--- config.mk ---
export PLATFORM = sky130hd
export DESIGN_NAME = adc_pair_trigger_control
export DESIGN_NICKNAME = d
export VERILOG_FILES = /design/src/pair_trig_pkg.sv /design/src/adc_pair_trigger_control.sv /design/src/trig_source_mux.sv
export SDC_FILE = /design/constraint.sdc
export NUM_CORES = 1
export LEC_CHECK = 0
export ABC_CLOCK_PERIOD_IN_PS = 4600
export BUFFER_PORTS_ARGS = -buffer_cell sky130_fd_sc_hd__buf_4
export CAP_MARGIN = 0
export CORE_ASPECT_RATIO = 1.5
export CORE_MARGIN = 5
export CORE_UTILIZATION = 42
export DETAILED_ROUTE_END_ITERATION = 7
export PLACE_DENSITY_LB_ADDON = 0.12
export SKIP_LAST_GASP = 1
export SYNTH_ARGS = -nofsm -noshare
export SYNTH_HDL_FRONTEND = slang
export SYNTH_HIERARCHICAL = 1
export SYNTH_SLANG_ARGS = --single-unit
--- constraint.sdc ---
create_clock -name hclk -period 4.6 [get_ports hclk]
set_clock_uncertainty 0.15 [all_clocks]
set_input_delay 0.92 -clock hclk [delete_from_list [all_inputs] [get_ports hclk]]
set_output_delay 0.92 -clock hclk [all_outputs]
set_load 0.02 [all_outputs]
--- src/pair_trig_pkg.sv ---
// Shared constants for the conversion pair trigger control block.
// Assumes a 32-bit AHB-Lite register bus with word-aligned registers.
package pair_trig_pkg;

    // Register byte offsets
    localparam logic [4:0] OFF_CTRL = 5'h00;
    localparam logic [4:0] OFF_STAT = 5'h04;
    localparam logic [4:0] OFF_MASK = 5'h08;

    // Control register field positions
    localparam int SEL_LSB = 8;
    localparam int SEL_MSB = 12;
    localparam int IRQEN_BIT = 7;
    localparam int PEND_BIT = 6;
    localparam int SWTRG_BIT = 5;

    // Status and mask bit positions
    localparam int STAT_DONE_BIT = 0;
    localparam int STAT_TRIG_BIT = 1;
    localparam int STAT_W = 2;

    // Reset values
    localparam logic [4:0] SEL_RST = 5'h00;
    localparam logic [1:0] STAT_RST = 2'h0;
    localparam logic [1:0] MASK_RST = 2'h0;

    // Trigger source selector codes
    localparam logic [4:0] SEL_NONE = 5'h00;
    localparam logic [4:0] SEL_INDIV = 5'h01;
    localparam logic [4:0] SEL_GLOBAL = 5'h02;
    localparam logic [4:0] SEL_PWM_SPECIAL = 5'h03;
    localparam logic [4:0] SEL_PRI_FIRST = 5'h04;
    localparam logic [4:0] SEL_PRI_LAST = 5'h0B;
    localparam logic [4:0] SEL_TMR1 = 5'h0C;
    localparam logic [4:0] SEL_PWM_SEC_SPECIAL = 5'h0D;
    localparam logic [4:0] SEL_SEC_GEN1 = 5'h0F;
    localparam logic [4:0] SEL_SEC_FIRST = 5'h10;
    localparam logic [4:0] SEL_SEC_LAST = 5'h16;
    localparam logic [4:0] SEL_CLIM_FIRST = 5'h17;
    localparam logic [4:0] SEL_CLIM_LAST = 5'h1E;
    localparam logic [4:0] SEL_TMR2 = 5'h1F;

    // Generator index of first secondary in the 10000 range (gen 3)
    localparam logic [4:0] SEC_IDX_BASE = 5'h02;

    // Pair sequencing states, one-hot
    typedef enum logic [2:0] {
        ST_IDLE = 3'b001,
        ST_WAIT = 3'b010,
        ST_CONV = 3'b100
    } pair_state_t;

endpackage

--- src/adc_pair_trigger_control.sv ---
// Conversion pair trigger control with AHB-Lite register access.
// Assumes one AHB-Lite master, trigger pulses synchronous to hclk,
// and a converter that reports busy and a one-cycle done pulse.
//
// The register offsets and the AHB-Lite register port were decided locally.
`timescale 1ns/1ps

// How it works
// - Selector zero disables pair conversion
// - Codes 1/2 pick individual/global software trigger
// - Codes 01100/11111 pick Timer1/Timer2 match
// - Codes 00011/01101 pick PWM special events
// - Codes 00100..01011 pick PWM primaries 1..8
// - Codes 01111, 10000..10110 pick PWM secondaries
// - Codes 10111..11110 pick current-limit triggers 1..8
// - Completion raises request only when enabled
// - Pending sets on trigger, clears on completion unless a new trigger arrives in that cycle
// - Busy converter: request held until free
module adc_pair_trigger_control (
    input wire logic hclk, // System clock
    input wire logic hresetn, // Async reset, active low
    input wire logic hsel, // Slave select
    input wire logic [31:0] haddr, // Byte address
    input wire logic [1:0] htrans, // Transfer type
    input wire logic hwrite, // Write when high
    input wire logic [2:0] hsize, // Transfer size
    input wire logic [31:0] hwdata, // Write data
    input wire logic hready, // Bus ready
    output logic [31:0] hrdata, // Read data
    output logic hreadyout, // Slave ready
    output logic hresp, // Always OKAY
    input wire logic global_soft_trig, // Shared software trigger
    input wire logic pwm_special, // PWM special event
    input wire logic pwm_sec_special, // PWM secondary special
    input wire logic tmr1_match, // Timer1 period match
    input wire logic tmr2_match, // Timer2 period match
    input wire logic [7:0] pwm_pri, // PWM primary triggers
    input wire logic [8:0] pwm_sec, // PWM secondary triggers
    input wire logic [7:0] pwm_clim, // Current-limit triggers
    input wire logic conv_busy, // Converter resources busy
    input wire logic conv_done, // Pair conversion finished
    output logic conv_start, // Start pair conversion
    output logic pair_irq_req, // Completion request pulse
    output logic irq // Level interrupt
);
    import pair_trig_pkg::*;

    // Bus phase registers
    logic wr_pend_q;
    logic rd_pend_q;
    logic [4:0] addr_q;

    // Control fields
    logic [4:0] sel_q;
    logic irq_en_q;
    logic soft_q;
    logic soft_d;

    // Interrupt status and mask
    logic [STAT_W-1:0] stat_q;
    logic [STAT_W-1:0] stat_d;
    logic [STAT_W-1:0] mask_q;

    // Pair sequencer
    pair_state_t st_q;
    pair_state_t st_d;

    logic trig_hit;

    // Byte offset match shared by all register decodes
    function automatic logic reg_hit(input logic [4:0] a,
        input logic [4:0] off);
        return a == off;
    endfunction

    // Address phase acceptance
    wire take = hsel && hready && htrans[1];
    wire hit_ctrl = reg_hit(addr_q, OFF_CTRL);
    wire hit_stat = reg_hit(addr_q, OFF_STAT);
    wire hit_mask = reg_hit(addr_q, OFF_MASK);
    wire wr_ctrl = wr_pend_q && hit_ctrl;
    wire wr_stat = wr_pend_q && hit_stat;
    wire wr_mask = wr_pend_q && hit_mask;

    // Sequencer status decode
    wire pend = (st_q != ST_IDLE);
    wire pend_set = (st_q == ST_IDLE) && trig_hit;
    wire done_ok = (st_q == ST_CONV) && conv_done;

    // Source selection
    trig_source_mux u_mux (
        .sel(sel_q),
        .soft_trig(soft_q),
        .global_trig(global_soft_trig),
        .pwm_special(pwm_special),
        .pwm_sec_special(pwm_sec_special),
        .tmr1_match(tmr1_match),
        .tmr2_match(tmr2_match),
        .pwm_pri(pwm_pri),
        .pwm_sec(pwm_sec),
        .pwm_clim(pwm_clim),
        .trig(trig_hit)
    );

    // Bus phase capture
    always_ff @(posedge hclk or negedge hresetn) begin
        if (!hresetn) begin
            wr_pend_q <= 1'b0;
            rd_pend_q <= 1'b0;
            addr_q <= 5'h00;
        end else if (hready) begin
            wr_pend_q <= take && hwrite;
            rd_pend_q <= take && !hwrite;
            addr_q <= haddr[4:0];
        end
    end

    // Software trigger: a write set beats the hardware clear
    assign soft_d = (wr_ctrl && hwdata[SWTRG_BIT]) ? 1'b1 :
        (pend_set ? 1'b0 : soft_q);

    // Control register fields
    always_ff @(posedge hclk or negedge hresetn) begin
        if (!hresetn) begin
            sel_q <= SEL_RST;
            irq_en_q <= 1'b0;
            soft_q <= 1'b0;
        end else begin
            soft_q <= soft_d;
            if (wr_ctrl) begin
                sel_q <= hwdata[SEL_MSB:SEL_LSB];
                irq_en_q <= hwdata[IRQEN_BIT];
            end
        end
    end

    // Next state of the pair sequencer
    always_comb begin
        st_d = st_q;
        case (st_q)
            ST_IDLE: begin
                if (trig_hit) begin
                    st_d = ST_WAIT;
                end
            end
            ST_WAIT: begin
                if (!conv_busy) begin
                    st_d = ST_CONV;
                end
            end
            ST_CONV: begin
                if (conv_done) begin
                    st_d = trig_hit ? ST_WAIT : ST_IDLE;
                end
            end
            default: begin
                st_d = ST_IDLE;
            end
        endcase
    end

    // Sequencer state
    always_ff @(posedge hclk or negedge hresetn) begin
        if (!hresetn) begin
            st_q <= ST_IDLE;
        end else begin
            st_q <= st_d;
        end
    end

    // Start only once resources are free
    assign conv_start = (st_q == ST_WAIT) && !conv_busy;
    assign pair_irq_req = done_ok && irq_en_q;

    // Sticky status, write one to clear, set wins
    always_comb begin
        stat_d = stat_q;
        if (wr_stat) begin
            stat_d = stat_q & ~hwdata[STAT_W-1:0];
        end
        if (pair_irq_req) begin
            stat_d[STAT_DONE_BIT] = 1'b1;
        end
        if (pend_set) begin
            stat_d[STAT_TRIG_BIT] = 1'b1;
        end
    end

    // Status and mask registers
    always_ff @(posedge hclk or negedge hresetn) begin
        if (!hresetn) begin
            stat_q <= STAT_RST;
            mask_q <= MASK_RST;
        end else begin
            stat_q <= stat_d;
            if (wr_mask) begin
                mask_q <= hwdata[STAT_W-1:0];
            end
        end
    end

    assign irq = |(stat_q & mask_q);

    // Read data; unmapped words read zero
    wire [15:0] ctrl_rd = {3'h0, sel_q, irq_en_q, pend, soft_q, 5'h00};
    assign hrdata = !rd_pend_q ? 32'h0000_0000 :
        hit_ctrl ? {16'h0000, ctrl_rd} :
        hit_stat ? {30'h0000_0000, stat_q} :
        hit_mask ? {30'h0000_0000, mask_q} : 32'h0000_0000;

    // Zero wait states, always OKAY
    assign hreadyout = 1'b1;
    assign hresp = 1'b0;

    // Selected trigger moves an idle pair to pending
    a_pend_on_trig: assert property (
        @(posedge hclk) disable iff (!hresetn)
        (st_q == ST_IDLE) && trig_hit |=> pend && stat_q[STAT_TRIG_BIT])
        else $error("pending not set by selected trigger");

    // Completion without a new trigger clears pending
    a_pend_clears: assert property (
        @(posedge hclk) disable iff (!hresetn)
        done_ok && !trig_hit |=> !pend)
        else $error("pending not cleared on completion");

    // Selector zero never starts anything
    a_sel_zero: assert property (
        @(posedge hclk) disable iff (!hresetn)
        (sel_q == SEL_NONE) && (st_q == ST_IDLE) |=> (st_q == ST_IDLE))
        else $error("conversion started with selector zero");

    // Unassigned code behaves as no trigger
    a_code_unused: assert property (
        @(posedge hclk) disable iff (!hresetn)
        (sel_q == 5'h0E) |-> !trig_hit)
        else $error("unassigned code produced a trigger");

    // Software bit starts pair and then self-clears
    a_soft_start: assert property (
        @(posedge hclk) disable iff (!hresetn)
        soft_q && (sel_q == SEL_INDIV) && (st_q == ST_IDLE) && !wr_ctrl
        |=> pend && !soft_q)
        else $error("software trigger mishandled");

    // Software bit ignored under the Timer2 selection
    a_soft_gated: assert property (
        @(posedge hclk) disable iff (!hresetn)
        (sel_q == SEL_TMR2) |-> (trig_hit == tmr2_match))
        else $error("timer2 selection not honoured");

    // Current-limit trigger one follows code 10111
    a_clim_first: assert property (
        @(posedge hclk) disable iff (!hresetn)
        (sel_q == SEL_CLIM_FIRST) |-> (trig_hit == pwm_clim[0]))
        else $error("current-limit mapping wrong");

    // Secondary code 10000 maps to generator three
    a_sec_map: assert property (
        @(posedge hclk) disable iff (!hresetn)
        (sel_q == SEL_SEC_FIRST) |-> (trig_hit == pwm_sec[2]))
        else $error("secondary mapping wrong");

    // Busy converter holds the request
    a_held_busy: assert property (
        @(posedge hclk) disable iff (!hresetn)
        (st_q == ST_WAIT) && conv_busy |-> !conv_start ##1 pend)
        else $error("request lost while busy");

    // Completion request only with enable, and latched
    a_irq_enable: assert property (
        @(posedge hclk) disable iff (!hresetn)
        done_ok |-> (pair_irq_req == irq_en_q)
        ##1 (!$past(irq_en_q) || stat_q[STAT_DONE_BIT]))
        else $error("completion request not gated by enable");

    // Free converter takes a waiting pair next cycle
    a_wait_to_conv: assert property (
        @(posedge hclk) disable iff (!hresetn)
        (st_q == ST_WAIT) && !conv_busy |=> (st_q == ST_CONV))
        else $error("waiting pair not started when free");

    // Pending stays up until completion
    a_pend_holds: assert property (
        @(posedge hclk) disable iff (!hresetn)
        pend && !done_ok |=> pend)
        else $error("pending dropped before completion");

    // Completion status never set with enable low
    a_done_gated: assert property (
        @(posedge hclk) disable iff (!hresetn)
        !irq_en_q && !stat_q[STAT_DONE_BIT] |=> !stat_q[STAT_DONE_BIT])
        else $error("completion status set while disabled");

    // Software bit kept until pending sets
    a_soft_kept: assert property (
        @(posedge hclk) disable iff (!hresetn)
        soft_q && !pend_set |=> soft_q)
        else $error("software bit cleared too early");

    // Code 00010 follows the shared software trigger
    a_global_map: assert property (
        @(posedge hclk) disable iff (!hresetn)
        (sel_q == SEL_GLOBAL) |-> (trig_hit == global_soft_trig))
        else $error("global software mapping wrong");

    // Code 00001 follows only the pair software bit
    a_indiv_map: assert property (
        @(posedge hclk) disable iff (!hresetn)
        (sel_q == SEL_INDIV) |-> (trig_hit == soft_q))
        else $error("individual software mapping wrong");

    // Code 01100 follows the Timer1 match
    a_tmr1_map: assert property (
        @(posedge hclk) disable iff (!hresetn)
        (sel_q == SEL_TMR1) |-> (trig_hit == tmr1_match))
        else $error("timer1 mapping wrong");

    // Code 00011 follows the special event
    a_special_map: assert property (
        @(posedge hclk) disable iff (!hresetn)
        (sel_q == SEL_PWM_SPECIAL) |-> (trig_hit == pwm_special))
        else $error("special event mapping wrong");

    // Code 01101 follows the secondary special event
    a_sec_special: assert property (
        @(posedge hclk) disable iff (!hresetn)
        (sel_q == SEL_PWM_SEC_SPECIAL) |-> (trig_hit == pwm_sec_special))
        else $error("secondary special mapping wrong");

    // Code 00100 follows primary of generator one
    a_pri_first: assert property (
        @(posedge hclk) disable iff (!hresetn)
        (sel_q == SEL_PRI_FIRST) |-> (trig_hit == pwm_pri[0]))
        else $error("first primary mapping wrong");

    // Code 01011 follows primary of generator eight
    a_pri_last: assert property (
        @(posedge hclk) disable iff (!hresetn)
        (sel_q == SEL_PRI_LAST) |-> (trig_hit == pwm_pri[7]))
        else $error("last primary mapping wrong");

    // Code 01111 follows secondary of generator one
    a_sec_gen1: assert property (
        @(posedge hclk) disable iff (!hresetn)
        (sel_q == SEL_SEC_GEN1) |-> (trig_hit == pwm_sec[0]))
        else $error("generator one secondary mapping wrong");

    // Code 10110 follows secondary of generator nine
    a_sec_last: assert property (
        @(posedge hclk) disable iff (!hresetn)
        (sel_q == SEL_SEC_LAST) |-> (trig_hit == pwm_sec[8]))
        else $error("last secondary mapping wrong");

    // Code 11110 follows current limit of generator eight
    a_clim_last: assert property (
        @(posedge hclk) disable iff (!hresetn)
        (sel_q == SEL_CLIM_LAST) |-> (trig_hit == pwm_clim[7]))
        else $error("last current-limit mapping wrong");

endmodule // adc_pair_trigger_control

--- src/trig_source_mux.sv ---
// Trigger source selector for one conversion pair.
// Assumes all trigger inputs are synchronous to the system clock.
`timescale 1ns/1ps

module trig_source_mux (
    input wire logic [4:0] sel, // Source selector code
    input wire logic soft_trig, // Individual software trigger
    input wire logic global_trig, // Shared software trigger
    input wire logic pwm_special, // PWM special event
    input wire logic pwm_sec_special, // PWM secondary special event
    input wire logic tmr1_match, // Timer1 period match
    input wire logic tmr2_match, // Timer2 period match
    input wire logic [7:0] pwm_pri, // Primary, generators 1..8
    input wire logic [8:0] pwm_sec, // Secondary, generators 1..9
    input wire logic [7:0] pwm_clim, // Current limit, gens 1..8
    output logic trig // Selected trigger
);
    import pair_trig_pkg::*;

    // Range decode of the grouped codes
    wire in_pri = (sel >= SEL_PRI_FIRST) && (sel <= SEL_PRI_LAST);
    wire in_sec = (sel >= SEL_SEC_FIRST) && (sel <= SEL_SEC_LAST);
    wire in_clim = (sel >= SEL_CLIM_FIRST) && (sel <= SEL_CLIM_LAST);

    // Generator indices within each group
    wire [4:0] pri_off = sel - SEL_PRI_FIRST;
    wire [4:0] sec_off = sel - SEL_SEC_FIRST + SEC_IDX_BASE;
    wire [4:0] clim_off = sel - SEL_CLIM_FIRST;
    wire pri_hit = pwm_pri[pri_off[2:0]];
    wire sec_hit = pwm_sec[sec_off[3:0]];
    wire clim_hit = pwm_clim[clim_off[2:0]];

    // Selection; unlisted codes give no trigger
    assign trig = (sel == SEL_INDIV) ? soft_trig :
        (sel == SEL_GLOBAL) ? global_trig :
        (sel == SEL_PWM_SPECIAL) ? pwm_special :
        in_pri ? pri_hit :
        (sel == SEL_TMR1) ? tmr1_match :
        (sel == SEL_PWM_SEC_SPECIAL) ? pwm_sec_special :
        (sel == SEL_SEC_GEN1) ? pwm_sec[0] :
        in_sec ? sec_hit :
        in_clim ? clim_hit :
        (sel == SEL_TMR2) ? tmr2_match :
        1'b0;

endmodule // trig_source_mux

==> key figures, run 1 <==
Outcome
  – Outcome: finished, final reports clean

Timing
  – Final WS setup: 1.565 ns
  – Final min period: 3.035 ns
  – Slew @ Worst Pin: 0.5794 ns
  – Setup TNS: 0 ns
  – RSZ-0062 raised after global routing: false
  – Setup violators final: 0
  – Hold Vio Cnt, Final: 0
  – Slew HR: 0.6137
  – Period utilization: 0.6598
  – Fmax: 329.5 MHz
  – Max Transition Viols Final: 0

Setup path
  – Setup CP Type: flip-flop to flip-flop
  – CP max-delay cell: dfrtp_1
  – WP data required: 4.60 ns
  – Number of cells on the critical path: 9
  – Crit path max fanout: 16
  – Critical Path Sink Type: flip-flop
  – Worst path top cell family by delay: compound AO/OA/AOI/OAI gates
  – Critical path origin: sel_q[0]
  – Crit path largest cell delay: 0.71 ns
  – Total buffers and inverters traversed by the critical path: 1
  – Worst setup SP type: flip-flop
  – Worst R2R Path Depth: 9
  – FF-to-FF End: soft_q
  – Crit path DAT: 3.04 ns
  – RR Startpoint: sel_q[0]
  – Worst-path cell chain: inv_1, ha_1, mux2i_1, a221oi_1, o21ai_1, a311oi_2, nor2b_1, nand2_1, a22o_1
  – Reg2Reg Setup Slack: 1.56 ns

Min path
  – Hold Path Class: input pin to asynchronous set/reset pin

Final layout
  – Diode count: 0
  – Layout cell share with drive strength beyond 1: 0.4087
  – Nets: 343
  – Final instance area: 2163 µm²
  – P&R area growth vs syn: 27.04%
  – Non-Filler Instances: 275

Placement
  – Cell Area, Placed: 2118 µm²
  – Final HPWL from detailed placement: 3645 µm
  – Dpl ws: 1.563 ns
  – PortBufs: 64
  – Cell count after placement: 271
  – Gpl congestion: 0.9827

Global route
  – Initial antenna violation count: 0
  – Largest net degree at the start of global routing: 22
  – Remaining global-route overflow: 0
  – Vias in the first global route: 1513
  – GRT Util Overall: 0.1624
  – First-pass GRT wire length: 6803 µm

Yosys
  – Mean post-synth cell area: 10.14 µm²
  – Yosys cell types: 52
  – Post-synth EDFFs: 0
  – Synth Area in Compound Gates: 0.1396
  – Dominant cell type by area after synthesis: dfrtp_1
  – Post-Synth Simple-Gate Area: 0.1976
  – Area contributors post-synth: dfrtp_1 29%, buf_4 11%, mux2_2 8.6%, ha_1 4.4%, mux4_2 4.0%
  – Post-Synth Adder-Cell Area: 0.04409
  – Xor and xnor fraction of the mapped netlist area: 0.005143
  – Register area share after synthesis: 0.3093
  – Synth Instances: 168
  – Most common cell in the netlist: buf_4
  – Synth top area share: 0.2939
  – Main flop type after synthesis: dfrtp_1
  – Mapped cell area: 1703 µm²
  – Largest family of logic cells by synthesized area: simple AND/OR/NAND/NOR gates
  – Yosys Warn Count: 6
  – Commonest cells in the synthesized netlist: 24 x buf_4, 20 x dfrtp_1, 13 x mux2_2
  – Async SR Flop Fraction: 1.000
  – Post-synthesis mux area share: 0.1646
  – Synth Register Bits: 21

Floorplan
  – Core Region: 3924 µm²
  – Die Y: 87.99 µm
  – FP Rows: 28
  – IO Count: 143
  – Die X: 61.99 µm
  – Initial core utilization: 0.4340
  – DIE AREA: 5454 µm²

CTS
  – Setup bufs post-CTS: 0
  – Num CTS Buffers: 3
  – CTS Root Cell: clkbuf_8
  – Worst-Skew Late Latency: 0.26 ns
  – Worst-path clk slew: 0.07 ns
  – Count of hold buffers inserted by post-cts repair: 0
  – Resize count post-CTS: 0
  – H-tree levels: 1
  – Clk sink count: 21
  – CTS tree: yes
  – Clock buffer depth: 2

Routing
  – Post-DR wirelength/cell: 15.68 µm
  – Via count: 1463
  – DRC: 0
  – DR pass1 iterations: 4
  – Starting DRT DRC Count: 69
  – Vias per Instance: 5.320
  – Post-route ant nets: 0
  – Routed Wire Length: 4311 µm

Pwr
  – Maximum VDD drop: 0.2185 mV
  – PwrDens: 291.2 nW/µm²
  – Tot Pwr: 630.1 µW
  – LEAKAGE: 1.021 nW

Run
  – Max-cap violations: 0
## per-stage QoR
step / hold slack [ns] / utilization
after global routing: 0.3977 / 0.5513
after detailed placement: 0.3713 / 0.5399
after floorplan: 0.3343 / -
after CTS: 0.3897 / 0.5513
after global placement: 0.3713 / 0.5399
final: 0.3738 / 0.5513
## cell type report
cell class,count,area [µm²]
Clock buffer,4,45.04
Fill cell,361,1760
Inverter,7,26.28
Multi-Input combinational cell,134,1028
Sequential cell,21,526.8
Tap cell,45,56.30
Timing Repair Buffer,64,480.5
## sequential cells by signal, indices dropped and copies added (netlist names)
register,flops
addr_q,5
irq_en_q,1
soft_q,1
sel_q,5
stat_q,2
st_q,3
mask_q,2
wr_pend_q,1
rd_pend_q,1
## logic make-up after synthesis
group | after synthesis
AO/OA/AOI/OAI | 31
multiplexers | 21
adder cells (fa/ha/maj) | 6
flip-flops | 21
XOR/XNOR | 1
other | 2
buffers and inverters | 35
AND/OR/NAND/NOR | 51
## worst max-delay path by stage
stage	end	slack [ns]
CTS	soft_q	1.53
global placement	soft_q	1.56
global route	soft_q	1.31
floorplan	pair_irq_req	1.74
detailed placement	soft_q	1.56
finish	soft_q	1.56
## report_power, final
group	leakage, nW	internal, mW	switching (mW)
Sequential	0.266	0.216	0.0524
Combinational	0.732	0.127	0.116
Clock	0.0228	0.0617	0.0568
Total	1.02	0.405	0.225
## routing by layer
metal	part of all wire	vias to the layer above	track usage	wire (µm)
li1	-	688	-	-
met1	0.35	689	0.1872	1521
met2	0.51	79	0.2925	2218
met3	0.12	7	0.02507	500
met4	0.016	0	0.05405	71
met5	0	-	0	0
## cell usage in the layout (no fill, tap or decap), types with 3 or more instances in the layout
cell type,instances
a21oi_1,5
a22o_1,3
and2_1,7
buf_4,64
clkbuf_8,3
conb_1,24
dfrtp_1,20
ha_1,6
inv_1,5
mux2_2,13
mux2i_1,4
mux4_2,3
nand2_1,11
nand2b_1,4
nand3b_1,3
nor2_1,6
nor2b_1,6
o21ai_0,5
Power figures use the tool's default switching activity.
==> inputs of run 2 (changes only) <==
--- a/config.mk
+++ b/config.mk
@@ -5,12 +5,12 @@
 export SDC_FILE = /design/constraint.sdc
 export NUM_CORES = 1
 export LEC_CHECK = 0
-export ABC_CLOCK_PERIOD_IN_PS = 4600
+export ABC_CLOCK_PERIOD_IN_PS = 2540
 export BUFFER_PORTS_ARGS = -buffer_cell sky130_fd_sc_hd__buf_4
 export CAP_MARGIN = 0
 export CORE_ASPECT_RATIO = 1.5
 export CORE_MARGIN = 5
-export CORE_UTILIZATION = 42
+export CORE_UTILIZATION = 35
 export DETAILED_ROUTE_END_ITERATION = 7
 export PLACE_DENSITY_LB_ADDON = 0.12
 export SKIP_LAST_GASP = 1
==> constraint.sdc (replaced) <==
create_clock -name hclk -period 2.54 [get_ports hclk]
set_clock_uncertainty 0.15 [all_clocks]
set_input_delay 0.508 -clock hclk [delete_from_list [all_inputs] [get_ports hclk]]
set_output_delay 0.508 -clock hclk [all_outputs]
set_load 0.02 [all_outputs]
==> key figures, run 2 (synthesis results as in run 1) <==
Global route
  – GRT Util Overall: 0.1381
  – Initial antenna violation count: 0
  – Remaining global-route overflow: 0
  – First-pass GRT wire length: 6810 µm
  – Largest net degree at the start of global routing: 22
  – Vias in the first global route: 1474

Pwr
  – Flop pwr share: 0.361
  – Tot Pwr: 1.315 mW
  – Net Sw Frac: 0.3483
  – Part of the power in the clock network: 0.166
  – PwrDens: 539.7 nW/µm²
  – LEAKAGE: 1.124 nW
  – Pint: 856.8 µW
  – Switch Pwr: 458.0 µW
  – Combinational Power Share: 0.473
  – Maximum VDD drop: 0.3881 mV

Setup path
  – Crit path DAT: 2.49 ns
  – RR Startpoint: sel_q[1]
  – Reg2Reg Setup Slack: 0.06 ns
  – Worst R2R Path Depth: 10
  – FF-to-FF End: soft_q
  – Critical path origin: sel_q[1]
  – Worst setup SP type: flip-flop
  – Crit path max fanout: 6
  – Critical Path Sink: soft_q
  – Critical Path Sink Type: flip-flop
  – WP data required: 2.54 ns
  – Setup CP Type: flip-flop to flip-flop

Final layout
  – Nets: 363
  – Commonest non-fill, non-tap cell in the layout: buf_4
  – Most frequent cells in the layout: 80 x buf_4, 24 x conb_1, 18 x dfrtp_1, 13 x mux2_2, 11 x nand2_1
  – P&R area growth vs syn: 43.06%
  – Regs by FF count: addr_q x5, sel_q x5, st_q x3
  – Layout cell share with drive strength beyond 1: 0.5080
  – Fill cells: 461
  – Non-Filler Instances: 316
  – Diode count: 0
  – Final core utilization: 0.5106

Floorplan
  – Die Y: 95.43 µm
  – Die X: 66.95 µm
  – Core Region: 4771 µm²
  – IO Count: 143
  – Initial core utilization: 0.3569
  – FP Rows: 31
  – DIE AREA: 6389 µm²

CTS
  – CTS tree: yes
  – Worst-Skew Late Latency: 0.26 ns
  – Clock buffer depth: 2
  – Worst-path clk slew: 0.08 ns
  – H-tree levels: 1
  – Num CTS Buffers: 3
  – Clk sink count: 21
  – CTS Root Cell: clkbuf_8

Timing
  – Setup violators final: 0
  – Setup TNS: 0 ns
  – RSZ-0062 raised after global routing: true
  – Fmax: 402.4 MHz
  – Max Transition Viols Final: 0
  – Period utilization: 0.9783
  – Final min period: 2.485 ns
  – Hold WS: 0.3219 ns
  – Hold Vio Cnt, Final: 0

Routing
  – Via count: 1495
  – Vias per Instance: 4.731
  – Post-route ant nets: 0
  – Starting DRT DRC Count: 60
  – Post-DR wirelength/cell: 14.87 µm
  – DRC: 0
  – DR pass1 iterations: 4
  – Routed Wire Length: 4700 µm

Outcome
  – Outcome: finished, final reports clean

Placement
  – PortBufs: 64
  – Gpl congestion: 0.8265
  – Cell count after placement: 307
  – Final HPWL from detailed placement: 3769 µm

Min path
  – Hold path cells: 2
  – Hold Path Class: input pin to flip-flop

Run
  – Max-cap violations: 0
-- run 2: power groups by stage --
| stage | Combinational (mW) | Clock [mW] | Sequential (mW) |
|---|---|---|---|
| 3_5_place_dp | 0.549 | 0 | 0.475 |
| 4_1_cts | 0.561 | 0.228 | 0.470 |
| 3_3_place_gp | 0.545 | 0 | 0.475 |
| 6_report | 0.622 | 0.218 | 0.474 |
| 2_1_floorplan | 0.365 | 0 | 0.452 |
| 5_1_grt | 0.675 | 0.240 | 0.485 |
-- run 2: per-stage QoR --
| stage | setup WS (ns) | area (µm²) |
|---|---|---|
| floorplan | 0.01576 | 1787 |
| global placement | -0.07129 | 2258 |
| detailed placement | -0.06430 | 2258 |
| CTS | -0.01693 | 2326 |
| global route | -0.06148 | 2436 |
| finish | 0.05503 | 2436 |
-- run 2: critical path, stage by stage, from the launching register on --
cell	delay, ns
dfrtp_2	0.46
buf_6	0.16
ha_4	0.15
nand3b_1	0.17
a221oi_2	0.27
a311o_1	0.17
a21oi_2	0.07
a311oi_2	0.28
nor2b_2	0.20
nand2_1	0.08
a22o_1	0.21
-- run 2: final cells by class --
class | instances | area, µm² | share of cell area
multi-input combinational | 134 | 1109 | 0.4551
timing repair buffer | 84 | 644.4 | 0.2645
sequential | 21 | 529.3 | 0.2173
tap | 66 | 82.58 | 0.03390
clock buffer | 4 | 45.04 | 0.01849
inverter | 7 | 26.28 | 0.01079
-- run 2: worst min-delay path by stage --
stage,startpoint,endpoint
3_3_place_gp,hresetn,irq_en_q
6_report,hwdata[5],soft_q
4_1_cts,hwdata[5],soft_q
3_5_place_dp,hresetn,mask_q[0]
5_1_grt,hwdata[5],soft_q
2_1_floorplan,hresetn,addr_q[0]
-- run 2: metal layers --
layer  GRT usage  share of wire  vias to the layer above
li1            -              -                      726
met4     0.03553          0.019                        0
met1      0.1623           0.37                      690
met3     0.03656           0.11                        8
met2      0.2450           0.50                       71
met5           0              0                        -
-- run 2: what timing repair did --
item	4_1_cts	5_1_grt
gates cloned	0	0
setup endpoints to repair	2	4
pin swaps	0	8
buffers inserted	0	4
endpoints found under the hold margin	20	0
hold buffers	1	0
resized for setup	5	14
